### src/hw/eps_pkg.sv
// constants, types and reset state for the exception sequencer
package eps_pkg;
   localparam int CLK_NS = 20;
   localparam int RST_DRIVE_NS = 10240;
   localparam int RST_DRIVE_CYC = RST_DRIVE_NS / CLK_NS;
   localparam logic [9:0] RST_DRIVE_CNT = 10'(RST_DRIVE_CYC);
   localparam logic [11:0] OFS_VEC_BASE = 12'h000;
   localparam logic [11:0] OFS_STATUS = 12'h004;
   localparam logic [31:0] VEC_BASE_RESET = 32'h00000000;
   localparam logic [7:0] VEC_RESET = 8'h00;
   localparam logic [7:0] VEC_BUS = 8'h02;
   localparam logic [7:0] VEC_ADDR = 8'h03;
   localparam logic [7:0] VEC_TRACE = 8'h09;
   localparam logic [7:0] VEC_HWBP = 8'h0C;
   localparam logic [2:0] FC_SUP_DATA = 3'h5;
   localparam logic [2:0] FC_SUP_PROG = 3'h6;
   localparam logic [2:0] FC_CPU = 3'h7;
   localparam logic [31:0] IACK_BASE = 32'hFFFFFFF0;
   localparam logic [31:0] RST_VEC_SP = 32'h00000000;
   localparam logic [31:0] RST_VEC_PC = 32'h00000004;
   localparam logic [31:0] FRAME_LO = 32'h00000004;
   localparam logic [31:0] FRAME_HI = 32'h00000008;
   localparam logic [3:0] FMT_SHORT = 4'h0;
   localparam int SR_TRACE_HI = 15;
   localparam int SR_TRACE_LO = 14;
   localparam int SR_S = 13;
   localparam int SR_IPM = 8;
   localparam logic [2:0] IPM_RESET = 3'h7;

   typedef enum logic [2:0] {
      S_IDLE = 3'b000, S_STATUS = 3'b001, S_VECTOR = 3'b010, S_PUSH_LO = 3'b011,
      S_PUSH_HI = 3'b100, S_FETCH_SP = 3'b101, S_FETCH_PC = 3'b110, S_HALT = 3'b111
   } eps_state_type;

   typedef enum logic [2:0] {
      X_RESET = 3'b000, X_ADDR = 3'b001, X_BUS = 3'b010, X_G2 = 3'b011,
      X_G3 = 3'b100, X_TRACE = 3'b101, X_HWBP = 3'b110, X_IRQ = 3'b111
   } eps_exc_type;

   typedef struct packed {
      logic req;
      logic wr;
      logic [2:0] fc;
      logic [31:0] addr;
      logic [31:0] wdata;
   } eps_mem_type;

   typedef struct packed {
      eps_state_type st;
      eps_exc_type cur;
      logic [7:1] pend;
      logic [7:0] g2_vec;
      logic [7:0] g3_vec;
      logic [2:0] irq_lvl;
      logic [31:0] vec_base;
      logic [15:0] sr_copy;
      logic [15:0] sr_new;
      logic [31:0] ret_pc;
      logic [31:0] sp;
      logic [31:0] pc_new;
      logic [7:0] vec;
      eps_mem_type mem;
      logic done;
      logic after;
      logic [9:0] rst_cnt;
      logic rst_drv;
      logic bf1;
      logic bf2;
      logic [31:0] prdata;
      logic slverr;
   } eps_regs_type;

   localparam eps_regs_type REGS_RESET = '{st: S_STATUS, cur: X_RESET, vec_base: VEC_BASE_RESET,
      bf1: 1'b1, bf2: 1'b1, default: '0};
endpackage

### src/hw/eps_sequencer.sv
// exception priority sequencer: ranking, five-step entry, reset and fault halt
// Notes on behaviour
// - group 0 first, interrupt 4.3 last
// - address error beats bus error, both suspend
// - reset abandons work, pushes nothing
// - group 2 taken during its instruction
// - group 3 taken before instruction runs
// - group 4 waits; trace, breakpoint, interrupt
// - reset preempts running sequence, group 1 fault only a group 2-4 one
// - next pending sequence starts straight after
// - reset discards all other pending exceptions
// - frame: status, pc, offset, format 0000
// - copy status, set S, clear traces
// - interrupt vector via acknowledge read, space 7
// - non-reset exceptions push supervisor stack frame
// - vector address is base plus four times number
// - reset from pin or internal line
// - reset: traces off, S set, mask 7, base 0
// - reset reads stack pointer then pc
// - reset saves no old pc or status
// - fault during reset sequence halts, halt shown
// - reset instruction only drives reset line
// - bus fault line raises bus error
// - halted until reset input asserted
// - bus error continues at vector 2
`timescale 1ns/100ps
`default_nettype none
module eps_sequencer
   import eps_pkg::*;
(
   // clock, reset, freeze
   input wire logic CLK,
   input wire logic RESETN,
   input wire logic EN,
   // apb slave
   input wire logic PSEL,
   input wire logic PENABLE,
   input wire logic PWRITE,
   input wire logic [11:0] PADDR,
   input wire logic [31:0] PWDATA,
   output logic PREADY,
   output logic [31:0] PRDATA,
   output logic PSLVERR,
   // core context and requests
   input wire logic [15:0] CORE_SR,
   input wire logic [31:0] CORE_PC,
   input wire logic [31:0] CORE_SSP,
   input wire logic INSN_BOUNDARY,
   input wire logic INT_RESET,
   input wire logic SW_RESET_REQ,
   input wire logic ADDR_ERR_REQ,
   input wire logic GRP2_REQ,
   input wire logic [7:0] GRP2_VEC,
   input wire logic GRP3_REQ,
   input wire logic [7:0] GRP3_VEC,
   input wire logic TRACE_REQ,
   input wire logic HWBP_REQ,
   input wire logic IRQ_REQ,
   input wire logic [2:0] IRQ_LEVEL,
   // bus fault pin
   input wire logic BUS_FAULT_LINE_N,
   // system bus master
   output eps_mem_type MEM_O,
   input wire logic MEM_ACK,
   input wire logic MEM_ERR,
   input wire logic [31:0] MEM_RDATA,
   // results to the core
   output logic EXC_BUSY,
   output logic EXC_DONE,
   output logic [15:0] NEW_SR,
   output logic [31:0] NEW_PC,
   output logic [31:0] NEW_SSP,
   output logic [7:0] VEC_NUM,
   output logic HALT_N,
   output logic RESET_LINE_OUT
);
   eps_regs_type s_q;
   eps_regs_type s_d;
   logic bnd;
   logic any_sel;
   eps_exc_type sel;
   logic [7:1] avail;
   logic acked;
   logic bus_err;
   logic grp1;
   logic [7:0] ivec;
   logic [7:0] v;

   // group 4 only at a boundary or right after a finished sequence
   assign bnd = INSN_BOUNDARY | s_q.after;
   assign avail = s_q.pend & {bnd, bnd, bnd, 4'hF};

   always_comb begin
      sel = X_IRQ;
      any_sel = 1'b0;
      for (int i = 7; i >= 1; i--) begin
         if (avail[i]) begin
            sel = eps_exc_type'(3'(i));
            any_sel = 1'b1;
         end
      end
   end

   always_comb begin
      case (s_q.cur)
         X_ADDR: ivec = VEC_ADDR;
         X_BUS: ivec = VEC_BUS;
         X_G2: ivec = s_q.g2_vec;
         X_G3: ivec = s_q.g3_vec;
         X_TRACE: ivec = VEC_TRACE;
         X_HWBP: ivec = VEC_HWBP;
         default: ivec = VEC_RESET;
      endcase
   end

   assign acked = s_q.mem.req & MEM_ACK;
   assign bus_err = (acked & MEM_ERR) | ~s_q.bf2;
   assign grp1 = bus_err | ADDR_ERR_REQ;

   always_comb begin
      s_d = s_q;
      v = ivec;
      s_d.bf1 = BUS_FAULT_LINE_N;
      s_d.bf2 = s_q.bf1;
      s_d.done = 1'b0;
      // register read data captured in setup so it comes from a flop
      if (PSEL && !PENABLE) begin
         case (PADDR)
            OFS_VEC_BASE: begin
               s_d.prdata = s_q.vec_base;
               s_d.slverr = 1'b0;
            end
            OFS_STATUS: begin
               s_d.prdata = {6'h00, s_q.vec, s_q.pend, 3'b000, s_q.cur,
                  s_q.st, ~HALT_N, s_q.after};
               s_d.slverr = 1'b0;
            end
            default: begin
               s_d.prdata = 32'h00000000;
               s_d.slverr = 1'b1;
            end
         endcase
      end
      if (PSEL && PENABLE && PWRITE && PADDR == OFS_VEC_BASE) begin
         s_d.vec_base = PWDATA;
      end
      case (s_q.st)
         S_IDLE: begin
            if (any_sel) begin
               s_d.cur = sel;
               s_d.st = S_STATUS;
            end else begin
               s_d.after = 1'b0;
            end
         end
         S_STATUS: begin
            s_d.after = 1'b0;
            s_d.sr_copy = CORE_SR;
            s_d.ret_pc = CORE_PC;
            s_d.sp = CORE_SSP;
            s_d.sr_new = CORE_SR;
            s_d.sr_new[SR_S] = 1'b1;
            s_d.sr_new[SR_TRACE_HI] = 1'b0;
            s_d.sr_new[SR_TRACE_LO] = 1'b0;
            if (s_q.cur == X_RESET) begin
               s_d.sr_new[SR_IPM +: 3] = IPM_RESET;
               s_d.vec_base = VEC_BASE_RESET;
               s_d.vec = VEC_RESET;
               // no frame at all on reset, straight to the vector
               s_d.mem = '{1'b1, 1'b0, FC_SUP_PROG, RST_VEC_SP, 32'h0};
               s_d.st = S_FETCH_SP;
            end else begin
               if (s_q.cur == X_IRQ) begin
                  s_d.sr_new[SR_IPM +: 3] = s_q.irq_lvl;
                  s_d.mem = '{1'b1, 1'b0, FC_CPU,
                     IACK_BASE | {28'h0, s_q.irq_lvl, 1'b0}, 32'h0};
               end
               s_d.st = S_VECTOR;
            end
         end
         S_VECTOR: begin
            if (s_q.cur != X_IRQ || (acked && !MEM_ERR)) begin
               if (s_q.cur == X_IRQ) begin
                  v = MEM_RDATA[7:0];
               end
               s_d.vec = v;
               s_d.mem = '{1'b1, 1'b1, FC_SUP_DATA, s_q.sp - FRAME_LO,
                  {s_q.ret_pc[15:0], FMT_SHORT, 2'b00, v, 2'b00}};
               s_d.st = S_PUSH_LO;
            end
         end
         S_PUSH_LO: begin
            if (acked) begin
               s_d.mem = '{1'b1, 1'b1, FC_SUP_DATA, s_q.sp - FRAME_HI,
                  {s_q.sr_copy, s_q.ret_pc[31:16]}};
               s_d.st = S_PUSH_HI;
            end
         end
         S_PUSH_HI: begin
            if (acked) begin
               s_d.sp = s_q.sp - FRAME_HI;
               s_d.mem = '{1'b1, 1'b0, FC_SUP_DATA,
                  s_q.vec_base + {22'h0, s_q.vec, 2'b00}, 32'h0};
               s_d.st = S_FETCH_PC;
            end
         end
         S_FETCH_SP: begin
            if (acked) begin
               s_d.sp = MEM_RDATA;
               s_d.mem = '{1'b1, 1'b0, FC_SUP_PROG, RST_VEC_PC, 32'h0};
               s_d.st = S_FETCH_PC;
            end
         end
         S_FETCH_PC: begin
            if (acked) begin
               s_d.mem.req = 1'b0;
               s_d.pc_new = MEM_RDATA;
               if (s_q.cur != X_RESET) begin
                  s_d.pend[s_q.cur] = 1'b0;
               end
               s_d.done = 1'b1;
               s_d.after = 1'b1;
               s_d.st = S_IDLE;
            end
         end
         S_HALT: begin
            s_d.mem.req = 1'b0;
         end
         default: begin
            s_d.st = S_IDLE;
         end
      endcase
      // a fault mid-sequence: double fault halts, else it preempts
      if (s_q.st != S_IDLE && s_q.st != S_HALT && grp1) begin
         s_d.mem.req = 1'b0;
         s_d.done = 1'b0;
         if (s_q.cur == X_RESET || s_q.cur == X_ADDR || s_q.cur == X_BUS) begin
            s_d.st = S_HALT;
         end else begin
            s_d.st = S_IDLE;
            if (s_q.st == S_FETCH_PC && acked && !MEM_ERR) begin
               s_d.pend[s_q.cur] = 1'b0;
            end
         end
      end
      // sets after clears so an arriving request is kept unless the internal reset line below discards it
      if (ADDR_ERR_REQ) begin
         s_d.pend[X_ADDR] = 1'b1;
      end
      if (bus_err) begin
         s_d.pend[X_BUS] = 1'b1;
      end
      if (GRP2_REQ) begin
         s_d.pend[X_G2] = 1'b1;
         s_d.g2_vec = GRP2_VEC;
      end
      if (GRP3_REQ) begin
         s_d.pend[X_G3] = 1'b1;
         s_d.g3_vec = GRP3_VEC;
      end
      if (TRACE_REQ) begin
         s_d.pend[X_TRACE] = 1'b1;
      end
      if (HWBP_REQ) begin
         s_d.pend[X_HWBP] = 1'b1;
      end
      if (IRQ_REQ) begin
         s_d.pend[X_IRQ] = 1'b1;
         s_d.irq_lvl = IRQ_LEVEL;
      end
      // internal reset line: abandon everything, even a bus access in flight
      if (INT_RESET && s_q.st != S_HALT) begin
         s_d.pend = '0;
         s_d.cur = X_RESET;
         s_d.st = S_STATUS;
         s_d.mem.req = 1'b0;
         s_d.after = 1'b0;
         s_d.done = 1'b0;
      end
      // reset instruction touches nothing but the outgoing reset line
      if (SW_RESET_REQ) begin
         s_d.rst_cnt = RST_DRIVE_CNT;
      end else if (s_q.rst_cnt != 10'h000) begin
         s_d.rst_cnt = s_q.rst_cnt - 10'h001;
      end
      s_d.rst_drv = (s_d.rst_cnt != 10'h000);
   end

   always_ff @(posedge CLK or negedge RESETN) begin
      if (!RESETN) begin
         s_q <= REGS_RESET;
      end else if (EN) begin
         s_q <= s_d;
      end
   end

   assign PREADY = EN;
   assign PRDATA = s_q.prdata;
   assign PSLVERR = s_q.slverr;
   assign MEM_O = s_q.mem;
   assign EXC_BUSY = (s_q.st != S_IDLE) | any_sel;
   assign EXC_DONE = s_q.done;
   assign NEW_SR = s_q.sr_new;
   assign NEW_PC = s_q.pc_new;
   assign NEW_SSP = s_q.sp;
   assign VEC_NUM = s_q.vec;
   assign HALT_N = (s_q.st != S_HALT);
   assign RESET_LINE_OUT = s_q.rst_drv;
endmodule
`default_nettype wire

### config.mk
export PLATFORM = sky130hd
export DESIGN_NAME = eps_sequencer
export DESIGN_NICKNAME = d
export VERILOG_FILES = /design/src/hw/eps_pkg.sv /design/src/hw/eps_sequencer.sv
export SDC_FILE = /design/constraint.sdc
export NUM_CORES = 1
export LEC_CHECK = 0
export BUFFER_PORTS_ARGS = -buffer_cell sky130_fd_sc_hd__buf_2
export CORE_ASPECT_RATIO = 1.75
export CORE_MARGIN = 4
export CORE_UTILIZATION = 55
export CTS_CLUSTER_SIZE = 8
export DETAILED_ROUTE_END_ITERATION = 12
export MAX_ROUTING_LAYER = met4
export PLACE_DENSITY = 0.81
export SKIP_CTS_REPAIR_TIMING = 1
export SYNTH_ARGS = -nofsm -noshare
export SYNTH_HDL_FRONTEND = slang
export SYNTH_SLANG_ARGS = --single-unit
export TNS_END_PERCENT = 100
### constraint.sdc
create_clock -name CLK -period 7.6 [get_ports CLK]
set_input_delay 0.76 -clock CLK [delete_from_list [all_inputs] [get_ports CLK]]
set_output_delay 0.76 -clock CLK [all_outputs]
set_load 0.05 [all_outputs]
== Word-level counts from Yosys, hierarchy flattened ==
Cells that the tools add are included.

* Bits of input ports: 193
* Register bits after elaboration: 315
* Logic and storage cells: 193

* Bitwise gates (word level): 12
* Mux-type cells: 71
* Order comparisons: 2
* Reduce and logical (&&, ||, !) cells: 45
* Add/sub/neg operators: 4
* Equality and inequality tests: 33

{| class="wikitable"
|+ Operator list
! cell !! count
|-
| $mux W69 || 5
|-
| $pmux W68 S5 || 1
|-
| $mux W32 || 4
|-
| $mux W96 || 1
|-
| $pmux W32 S3 || 1
|-
| $mux W77 || 1
|-
| $pmux W33 S2 || 1
|-
| $pmux W8 S6 || 1
|-
| $mux W3 || 15
|-
| $mux W7 || 6
|-
| $add A32 B10 Y32 || 1
|-
| $sub A32 B3 Y32 const B || 1
|-
| $sub A32 B4 Y32 const B || 1
|-
| $eq A3 B3 Y1 const B || 8
|-
| $mux W1 || 22
|-
| $and A7 B7 Y7 || 3
|-
| $mux W10 || 2
|-
| $ne A4 B4 Y1 const B || 5
|-
| $reduce_bool A10 Y1 || 2
|-
| $pmux W3 S6 || 1
|-
| $mux W8 || 2
|-
| $pmux W8 S2 || 1
|-
| $reduce_and A7 Y1 || 2
|-
| $mux W13 || 1
|-
| 37 further kinds || 79
|}

== Depth between registers and ports, before layout ==
Gate-level depths: netlist (run 1).

* Word-level depth: 15
* Gate-level depth with buffers: 10

== Least setup slack after synthesis (run 1) ==
OpenSTA, ideal clock, no wires.

* Path kind: flip-flop to flip-flop
* Start: register s_q[36] (netlist bit)
* End: register s_q (netlist bit RESET_LINE_OUT)
* Setup slack: 5.082 ns
* Arrival time: 2.392 ns
* Cell stages (with the launch flop): 10
* Setup time: 0.126 ns
* Cells stage by stage: dfrtp_1 inv_1 ha_1 or3b_2 clkbuf_1 nor4_1 nor4_1 nand2_1 a211o_1 o32a_1

* Word-level cells in the longest chain between the ends: 4

{| class="wikitable"
|+ Ends and longest elaborated chain
! element !! line !! RTL
|-
| start: declaration || eps_sequencer.sv:77 || <nowiki>eps_regs_type s_q;</nowiki>
|-
| start signal: assignment || eps_sequencer.sv:291 || <nowiki>s_q <= REGS_RESET;</nowiki>
|-
| start signal: assignment || eps_sequencer.sv:293 || <nowiki>s_q <= s_d;</nowiki>
|-
| $sub A10 B1 Y10 / $reduce_bool A10 Y1 (equally long branches) || eps_sequencer.sv:284, eps_sequencer.sv:283 ||
|-
| $mux W10 * || eps_sequencer.sv:283 || <nowiki>end else if (s_q.rst_cnt != 10'h000) begin</nowiki>
|-
| $mux W10 * || eps_sequencer.sv:281 || <nowiki>if (SW_RESET_REQ) begin</nowiki>
|-
| $reduce_bool A10 Y1 * || eps_sequencer.sv:286 || <nowiki>s_d.rst_drv = (s_d.rst_cnt != 10'h000);</nowiki>
|}

Mark *: on every way between the ends. The rest lies on a longest branch, timed or not.
A chain may end at the register's enable or synchronous reset.

== Worst setup path after layout (run 1) ==
* Start: register s_q[316] (netlist bit)
* End: register s_q (netlist bit MEM_O[60])

* Word-level cells in the longest chain between the ends: 3

{| class="wikitable"
|+ Ends and longest elaborated chain
! element !! line !! RTL
|-
| $eq A3 B1 Y1 (tied with other cells) || eps_sequencer.sv:147 || <nowiki>case (s_q.st)</nowiki>
|-
| $ne A3 B3 Y1 (no source line) (tied with other cells) || n/a ||
|-
| $reduce_and A7 Y1 (no source line) || n/a ||
|}

Parallel ways exist; a longest one is shown, timed or not.

==> run summary, run 1 <==
* 89 — pin count of the biggest net entering global routing
* 44 — number of buffers created by CTS
* 82.9 mm — first-pass GRT wire length
* clkbuf_16 — clock root buffer
* 10 — initial antenna violation count
* flip-flop — critical path startpoint category
* 8.97 sq um — per-instance average area after synthesis
* 55.5 mm — final wirelength
* 40.9 mm — DP Wirelength
* 2447 — number of cells in the finished layout apart from fillers
* 305 — number of sinks handled by clock tree synthesis
* 3 — maximum buffer depth of the clock tree
* 6.10 — via density per instance
* 14874 — via count of the first global-routing pass
* dfrtp_1 — ys flop type
* 1885 — number of cells produced by synthesis
* 44.7% — Yosys top cell area share
* 11.8% — layout-stage area growth over the synthesis result
* 85 — Max Fanout on Critical Path
* 2232 — final layout net count
* 0.000325 V — IR Drop Worst-Case VDD
* 0 — post-route antenna net violation count
* 84 — standard-cell rows
* 24.8% — proportion of layout cells with a drive suffix above 1
* in -> async — worst hold-check path type
* 0 — total number of yosys warnings
* 32.5% — global router's overall resource usage
* dfrtp_1 — slowest stage cell on the critical path
* 0.0152 ns — Post-Route Skew
* 30200 sq um — core outline area
* 0 — number of maximum-capacitance constraint violations
* false — unrepaired setup endpoints after global routing
* finished clean — status
* nand2_1 (400), dfrtp_1 (302), buf_4 (190), clkbuf_1 (112), o21ai_0 (112) — most instantiated cells after synthesis
* 282 MHz — Max Clock Freq
* 0 ns — final setup TNS
* 0 — Fin. Hold Viols
* 1.23 ns — slew at the pin closest to its max-slew limit
* 141 um — x dimension of the die
* 0.931 — GP Congestion
* nand2_1 — most frequent cell after synthesis
* 2 — Max H-tree Level
* 3.95 ns — data arrival time at the worst-slack endpoint
* 8.00 ns — Data required, critical path
* 388 — I/O pin cnt
* 6 — first drt pass iteration count
* 62.7% — Final Core Density
* 0 — number of synthesized flops with an enable pin
* yes — TritonCTS clock tree
* 0 — grt ovf
* reg -> reg — type of the setup path with the least slack
* 0 — final-report setup violation count
* 9.26 nW — leakage power summed over all cells
* 0.05 ns — clock transition at the register clock pins on the worst setup and hold paths after CTS
* 385 — number of I/O port buffers
* 240 um — vertical die dimension
* 2367 — total placed cells including tap cells
* 0 — remaining routing DRC violations
* 17.8% — normalized max-slew margin
* 1431 — number of DRC markers in iteration 0
* 16900 sq um — netlist area before placement
* dfrtp_1 (45%), nand2_1 (8.9%), buf_4 (8.4%), o21ai_0 (3.3%), mux2i_1 (2.7%) — top cells by area, synth
* dfrtp_1 — post-synth top area cell
* 56.1% — effective utilization at floorplan
* 18900 sq um — final design instance area without fill
* nand2b_1, a21oi_1, o311ai_4, buf_4, nor2_4, a221oi_1, o21ai_0 — cell breakdown of the critical path
* 14917 — number of vias in the routed layout
* 393 nW/um^2 — P per Cell Area
* 76 — post-synth cell types
* 305 — number of register bits inferred by synthesis
* 45.2% — register area share after synthesis
* 22.7 um — WL per Instance
* 0.55 ns — clock latency reported for the late side of the worst-skew pair
* 3.55 ns — Period minus WS final
* 2519 — Layout fillers
* 0 — number of pins with negative max-slew slack in the final report
* 0.83 ns — Worst path max stage delay
* 46.7% — Tcrit/Tclk final
* flip-flop — endpoint kind of the worst setup timing path
* 33700 sq um — overall die area
* 100% — FFs w/ async S/R, synth
* 17600 sq um — cell area after placement
[registers in the layout, indices dropped and copies added, names as in the netlist]
| signal | count |
|---|---|
| RESET_LINE_OUT | 1 |
| EXC_DONE | 1 |
| PRDATA | 32 |
| MEM_O | 69 |
| s_d | 1 |
| NEW_PC | 32 |
| s_q | 124 |
| NEW_SSP | 32 |
| NEW_SR | 4 |
| VEC_NUM | 8 |
| PSLVERR | 1 |
[logic make-up after synthesis]
kind of cell	after synthesis	share of synthesized area, %
AO/OA/AOI/OAI	433	17.2
XOR/XNOR	56	2.90
adder cells (fa/ha/maj)	12	0.932
buffers and inverters	340	11.8
flip-flops	305	45.2
multiplexers	73	4.52
other	1	0.0222
AND/OR/NAND/NOR	665	17.4
[cell type report]
cell class,count,area [sq um],share of cell area (%)
flip-flops and latches,305,7640,40.4
multi-input cells,1241,7310,38.7
repair buffers,409,2120,11.2
clock buffers,61,1160,6.16
well taps,387,484,2.56
inverters,26,97.6,0.516
clock inverters,4,53.8,0.285
diodes,14,35.0,0.185
[layer usage]
metal  up-vias  GRT usage (%)  share of wire, %
met5         -              -                 0
met4         0           21.2               7.5
met3       215           6.39               7.4
met2       745           55.3                51
met1      7220           34.1                34
li1       6737              -                 -
[worst paths after layout]
check                           cells past startpoint        start  slack (ns)          to
worst max-delay path                                7     s_q[316]        4.05   MEM_O[60]
worst min-delay path                                1       RESETN        0.22    s_q[304]
worst max register to register                      7     s_q[316]        4.05   MEM_O[60]
worst min register to register                      1    MEM_O[66]        0.45   MEM_O[66]
max in group asynchronous                           2       RESETN        5.86  NEW_PC[18]
min in group CLK                                    3  CORE_PC[28]        0.40    s_q[217]
[worst max-delay path: cells and delay by family, from the launching register on]
family	cells	cell delay [ns]
simple gates	2	0.87
flops	1	0.83
compound gates	4	0.93
buf+inv	1	0.74
[cell usage in the layout (no fill, tap or decap), drive strengths merged, types with 9 or more instances in the layout]
cell    synthesis  final
a22oi          14     14
nand2b         11     11
a31oi           9      9
nand4           9      9
mux2i          46     46
nor3           37     37
o21ai         122    122
ha             11     11
o22ai          17     17
nor2           80     80
a221oi         25     25
xnor2          34     34
diode           0     14
a22o           42     42
a21oi          74     74
nor4           28     28
mux2           27     27
nor2b          11     11
nand2         400    400
or3            12     12
dfrtp         302    302
xor2           22     22
buf           202    409
a211oi         10     10
clkbuf        112     61
o31ai          45     45
o211ai         10     10
inv            26     28
nand3          39     39
[power by group]
group | switching (mW) | internal [mW] | total [mW]
clock | 0.719 | 1.06 | 1.78
sequential | 0.490 | 2.05 | 2.54
combinational | 2.28 | 0.844 | 3.12
[metrics by stage]
step	worst slack (ns)	total power [mW]	hold WS, ns
6_report	4.05	7.44	0.223
3_5_place_dp	4.17	5.62	0.452
2_1_floorplan	5.08	5.09	0.436
5_1_grt	3.79	7.79	0.267
4_1_cts	4.16	7.41	0.244
3_3_place_gp	4.29	5.54	0.447
Power figures use the tool's default switching activity.
==> run 2: changes to the inputs <==
Settings changed: ABC_AREA set to 1, CORE_UTILIZATION 55 to 50, PLACE_DENSITY 0.81 to 0.77.
Clock period 7.6 ns to 3.2 ns, I/O delays scaled along.
==> run 2 against run 1 <==
Net effect: highest routed layer unchanged; count of clock-buffer cells in the layout shrank 10; the run now ends with negative hold slack left; wire length grew 19%; via count grew 17%; sequential power grew 130%; maximum frequency grew 32%; combinational power grew to 2.7 times the previous value; non-clock buffer count grew 31; synthesized cell count grew 31%; critical path depth grew 4.
==> run summary, run 2 <==
* complete, but fails checks — status
* negative hold slack — failing checks
* 33.7 mm — met2 layer wire length in the routed design
* 0 — remaining routing DRC violations
* 9.53 mW — internal power component
* 0.576 ns — setup slack at placement
* 19.7% — proportion of layout cells with a drive suffix above 1
* 84.0% — Tcrit/Tclk final
* 10.7 nW — leakage power summed over all cells
* 45.8% — Gate power share
* 2.69 ns — Period minus WS final
* 3410 — Layout fillers
* 0 — total number of yosys warnings
* 0 ns — final setup TNS
* 1.03 — GP Congestion
* nand2_1 (857), buf_2 (384), dfrtp_1 (302) — leading cell types in the layout, fill and taps excluded
* 19100 sq um — cell area after placement
* 39.4% — normalized max-slew margin
* flip-flop — endpoint kind of the worst setup timing path
* 22.6 mm — length of routed wiring on met1
* 31.7% — power share of the sequential group
* NEW_SSP[2] — Crit Reg-Reg Startpoint
* 0.56 ns — clock latency reported for the late side of the worst-skew pair
* false — unrepaired setup endpoints after global routing
* 7640 sq um — register area
* dfrtp_1 — ys flop type
* 33.0% — global router's overall resource usage
* 388 — I/O pin cnt
* 0 — number of pins with negative max-slew slack in the final report
* 305 — number of sinks handled by clock tree synthesis
* 18100 sq um — netlist area before placement
* 22.5% — portion of total power attributed to the clock network
* 0.511 ns — post-layout worst setup margin
* 99.4 mm — first-pass GRT wire length
* 50.4% — effective utilization at floorplan
* CORE_SR[3] — Min-Delay Startpoint
* 13.5% — layout-stage area growth over the synthesis result
* 124 — number of flip-flops in the largest register
* 9.12 mW — switching power
* 17492 — number of vias in the routed layout
* 35900 sq um — core outline area
* nand2_1 — most frequent standard cell in the layout excluding fill and tap cells
* 20500 sq um — final design instance area without fill
* 0.05 ns — clock transition at the register clock pins on the worst setup and hold paths after CTS
* met4 — top layer in use
* 0 — final-report setup violation count
* 2465 — number of cells produced by synthesis
* 385 — number of I/O port buffers
* 7810 sq um — total area of multi-input combinational cells
* 94 — pin count of the biggest net entering global routing
* 100% — FFs w/ async S/R, synth
* dfrtp_1 (42%), nand2_1 (18%), buf_4 (8.2%), nand3_1 (5.5%), inv_1 (4.5%) — top cells by area, synth
* 5.55 — via density per instance
* nand2_1 — most frequent cell after synthesis
* s_q — register name with the most flops
* 41.8% — Yosys top cell area share
* 260 um — vertical die dimension
* 3.62 ns — Data required, critical path
* 3.11 ns — data arrival time at the worst-slack endpoint
* 49 — post-synth cell types
* 42.2% — register area share after synthesis
* 1479 — number of DRC markers in iteration 0
* yes — TritonCTS clock tree
* 0 — post-route antenna net violation count
* 6 — first drt pass iteration count
* 152 um — x dimension of the die
* 20.9 um — WL per Instance
* 372 MHz — Max Clock Freq
* in -> reg — worst hold-check path type
* -0.0331 ns — worst hold slack
* 4.03 mm — Routed met3 length
* 305 — number of register bits inferred by synthesis
* 39400 sq um — overall die area
* 908 nW/um^2 — P per Cell Area
* 23 — Fin. Hold Viols
* flip-flop — critical path startpoint category
* 0 — number of synthesized flops with an enable pin
* 7 — Max Fanout on Critical Path
* clkbuf_16 — clock root buffer
* 92 — standard-cell rows
* dfrtp_1 — post-synth top area cell
* 66.0 mm — final wirelength
* 44 — number of buffers created by CTS
* 0 — grt ovf
* 3 — initial antenna violation count
* 2873 — final layout net count
* 0.000660 V — IR Drop Worst-Case VDD
* nand2_1 (857), dfrtp_1 (302), inv_1 (215), nand3_1 (200), buf_4 (198) — most instantiated cells after synthesis
* 3 — maximum buffer depth of the clock tree
* NEW_SSP[2] — beginning of the critical path
* 48.9% — switching power as a share of total power
* 0.908 ns — slew at the pin closest to its max-slew limit
* 0 — number of maximum-capacitance constraint violations
* 2 — Max H-tree Level
* 0.0257 ns — Post-Route Skew
* reg -> reg — type of the setup path with the least slack
* 17572 — via count of the first global-routing pass
* 50.1 mm — DP Wirelength
* 7.34 sq um — per-instance average area after synthesis
[run 2: changes by cell type in the layout (fill, tap and decap cells not counted), sizes merged, moves of 33 or more]
| cell | before | now |
|---|---|---|
| nand2 | 400 | 861 |
| inv | 28 | 229 |
| nand3 | 39 | 201 |
| nor2 | 80 | 153 |
| a22oi | 14 | 60 |
| mux2i | 46 | 0 |
| a22o | 42 | 1 |
| a21oi | 74 | 34 |
| o21ai | 122 | 155 |
[run 2: layer usage]
| metal | GRT usage [%] | up-vias |
|---|---|---|
| li1 | - | 8179 |
| met3 | 5.13 | 254 |
| met2 | 57.1 | 785 |
| met5 | - | - |
| met4 | 23.1 | 0 |
| met1 | 34.2 | 8274 |
[run 2: cell families after synthesis]
logic type / share of synthesized area, %
buffers and inverters: 15.0
multiplexers: 1.12
AO/OA/AOI/OAI: 11.9
adder cells (fa/ha/maj): 0.871
XOR/XNOR: 0.823
other: 0.0207
AND/OR/NAND/NOR: 28.1
flip-flops: 42.2
[run 2: final cells by class]
class	instances	area share (%)
diodes	3	0.0365
clock buffers	51	5.49
clock inverters	4	0.262
inverters	229	4.18
multi-input cells	1648	38.0
flip-flops and latches	305	37.2
well taps	470	2.86
repair buffers	440	12.0
[run 2: through the flow]
| stage | total power [mW] | cells | utilization, % |
|---|---|---|---|
| finish | 18.6 | 3150 | 57.2 |
| global route | 19.7 | 3150 | 57.2 |
| CTS | 18.6 | 3124 | 56.5 |
| detailed placement | 14.4 | 3069 | 53.2 |
| global placement | 14.2 | 3069 | 53.2 |
| floorplan | 12.8 | 2466 | - |
[run 2: final timing paths]
path	endpoint	slack, ns	cells after the start
setup / recovery	MEM_O[46]	0.51	11
hold / removal	s_q[240]	-0.03	3
setup reg to reg	MEM_O[46]	0.51	11
hold reg to reg	s_q[33]	0.46	2
max in group asynchronous	NEW_PC[20]	1.82	3
min in group asynchronous	s_q[244]	0.35	2
[run 2: power groups by stage]
stage / logic, mW / clock network [mW] / registers [mW]
after floorplan: 7.22 / 0 / 5.56
after global routing: 9.23 / 4.42 / 6.02
after global placement: 8.36 / 0 / 5.88
final: 8.54 / 4.20 / 5.91
after CTS: 8.51 / 4.25 / 5.88
after detailed placement: 8.47 / 0 / 5.92
[run 2: worst max-delay path: stages, from the launching register on]
cell	delay, ns
dfrtp_1	0.48
inv_1	0.27
ha_1	0.38
nand2_1	0.17
nor2_2	0.36
nand2_1	0.20
nor2_2	0.24
nand2_1	0.08
nand3_1	0.09
nand3_1	0.11
nand2_1	0.09
nand3_1	0.07
==> run 3: changes to the inputs <==
Settings changed: CORE_UTILIZATION 50 to 55, PLACE_DENSITY 0.77 to 0.8.
Clock period 3.2 ns to 2.7 ns, I/O delays scaled along.
==> run 3 against run 2 <==
Net effect: the run still ends with negative hold slack left; sequential power is 20% higher; setup slack lost 0.28 ns; maximum frequency grew 9.0%; sequential share of layout area shrank 1.3 points; first-iteration DRC count grew 7.2%; register-to-register slack got worse by 0.28 ns; count of clock-buffer cells in the layout up 8; global-route usage rose by 2.7 points; non-clock buffer count grew 84.
==> run summary, run 3 (same netlist as run 2, synthesis figures left out) <==
* 48.3 mm — DP Wirelength
* 0 — number of pins with negative max-slew slack in the final report
* 0 — grt ovf
* 19.7% — proportion of layout cells with a drive suffix above 1
* 0 ns — final setup TNS
* 145 um — x dimension of the die
* 91.4% — Tcrit/Tclk final
* 0.05 ns — clock transition at the register clock pins on the worst setup and hold paths after CTS
* 5.78 — via density per instance
* s_q — register name with the most flops
* 248 um — vertical die dimension
* NEW_SSP[3] — Crit Reg-Reg Startpoint
* clkbuf_16 — clock root buffer
* 3.13 ns — Data required, critical path
* 1586 — number of DRC markers in iteration 0
* 21.1 um — WL per Instance
* 43.7% — normalized max-slew margin
* yes — TritonCTS clock tree
* nand2_1 (857), buf_2 (384), dfrtp_1 (302) — leading cell types in the layout, fill and taps excluded
* 3 — maximum buffer depth of the clock tree
* negative hold slack — failing checks
* 0 — final-report setup violation count
* 97.6 mm — first-pass GRT wire length
* 388 — I/O pin cnt
* flip-flop — endpoint kind of the worst setup timing path
* 21300 sq um — final design instance area without fill
* 56.0% — effective utilization at floorplan
* 385 — number of I/O port buffers
* 0.0202 ns — Post-Route Skew
* 32300 sq um — core outline area
* 0 — number of maximum-capacitance constraint violations
* 2 — Max H-tree Level
* 7 — Max Fanout on Critical Path
* 35.7% — global router's overall resource usage
* 0.000761 V — IR Drop Worst-Case VDD
* 1060 nW/um^2 — P per Cell Area
* 13 — R2R depth
* 17779 — via count of the first global-routing pass
* 11.1 nW — leakage power summed over all cells
* 124 — number of flip-flops in the largest register
* reg -> reg — type of the setup path with the least slack
* 2957 — final layout net count
* 4 — initial antenna violation count
* 19200 sq um — cell area after placement
* 18355 — number of vias in the routed layout
* 65.9% — Final Core Density
* 36000 sq um — overall die area
* 0 — post-route antenna net violation count
* NEW_SSP[3] — beginning of the critical path
* nand2_1 — most frequent standard cell in the layout excluding fill and tap cells
* 1.01 — GP Congestion
* in -> reg — worst hold-check path type
* 2.90 ns — data arrival time at the worst-slack endpoint
* 17.7% — layout-stage area growth over the synthesis result
* 0 — remaining routing DRC violations
* 2.47 ns — Period minus WS final
* 7 — first drt pass iteration count
* -0.0362 ns — worst hold slack
* complete, but fails checks — status
* 5 — Fin. Hold Viols
* MEM_O[59] — worst reg2reg path endpoint
* 0.23 ns — slack of the worst reg-to-reg path
* 94 — pin count of the biggest net entering global routing
* 305 — number of sinks handled by clock tree synthesis
* false — unrepaired setup endpoints after global routing
* MEM_O[59] — last element of the critical path
* 87 — standard-cell rows
* 0.56 ns — clock latency reported for the late side of the worst-skew pair
* 0.845 ns — slew at the pin closest to its max-slew limit
* flip-flop — critical path startpoint category
* 66.9 mm — final wirelength
* 405 MHz — Max Clock Freq
* 44 — number of buffers created by CTS
==> run 3: cell count changes in the layout (fill, tap and decap cells not counted) <==
| cell | change |
|---|---|
| dlygate4sd3_1 | +65 |
| clkbuf_1 | +8 |
| diode_2 | +1 |
| buf_12 | +2 |
| buf_4 | +17 |
==> run 3: how the worst min path moves through the flow <==
stage	start	to	slack (ns)	depth (start not counted)
2_1_floorplan	RESETN	EXC_DONE	-0.03	0
3_3_place_gp	RESETN	s_q[36]	0.28	1
3_5_place_dp	RESETN	RESET_LINE_OUT	0.29	1
4_1_cts	RESETN	RESET_LINE_OUT	-0.29	1
5_1_grt	MEM_RDATA[12]	NEW_PC[12]	-0.005	3
6_report	MEM_RDATA[19]	NEW_PC[19]	-0.04	3
==> run 3: critical path, stage by stage (launching register included) <==
cell,delay [ns]
dfrtp_1,0.39
inv_1,0.21
ha_1,0.38
nand2_1,0.17
inv_1,0.13
nand3_1,0.20
nor2_1,0.32
nand3_1,0.12
nand3_1,0.09
nand2_1,0.05
inv_1,0.10
nand2_1,0.06
nand2_1,0.07
nand2_1,0.06
==> run 3: cell type report <==
cell class | count | area [sq um]
well taps | 400 | 500
multi-input cells | 1648 | 7810
flip-flops and latches | 305 | 7640
fillers | 2756 | 11000
diodes | 4 | 10.0
clock buffers | 59 | 1160
repair buffers | 524 | 3280
inverters | 229 | 860
clock inverters | 4 | 53.8
==> run 3: report_power, final <==
part	total [mW]	internal [mW]	switching [mW]
Combinational	10.4	2.67	7.76
Sequential	7.07	5.85	1.22
Clock	5.05	2.97	2.08
==> run 3: metrics by stage <==
step | setup WS, ns | power (mW) | std cells | hold slack [ns]
detailed placement | 0.276 | 17.2 | 3018 | 0.287
CTS | 0.266 | 22.3 | 3081 | -0.288
global route | 0.0264 | 23.7 | 3173 | -0.00546
finish | 0.233 | 22.6 | 3173 | -0.0362
global placement | 0.253 | 17.0 | 3018 | 0.285
floorplan | 0.774 | 15.1 | 2466 | -0.0256
==> run 3: metal layers <==
| layer | GRT usage [%] | up-vias | wire length, um | share of wire (%) |
|---|---|---|---|---|
| met4 | 25.2 | 0 | 5940 | 8.9 |
| met3 | 4.84 | 308 | 4270 | 6.4 |
| met1 | 38.1 | 8694 | 22800 | 34 |
| met5 | - | - | 0 | 0 |
| li1 | - | 8375 | - | - |
| met2 | 61.5 | 978 | 34000 | 51 |
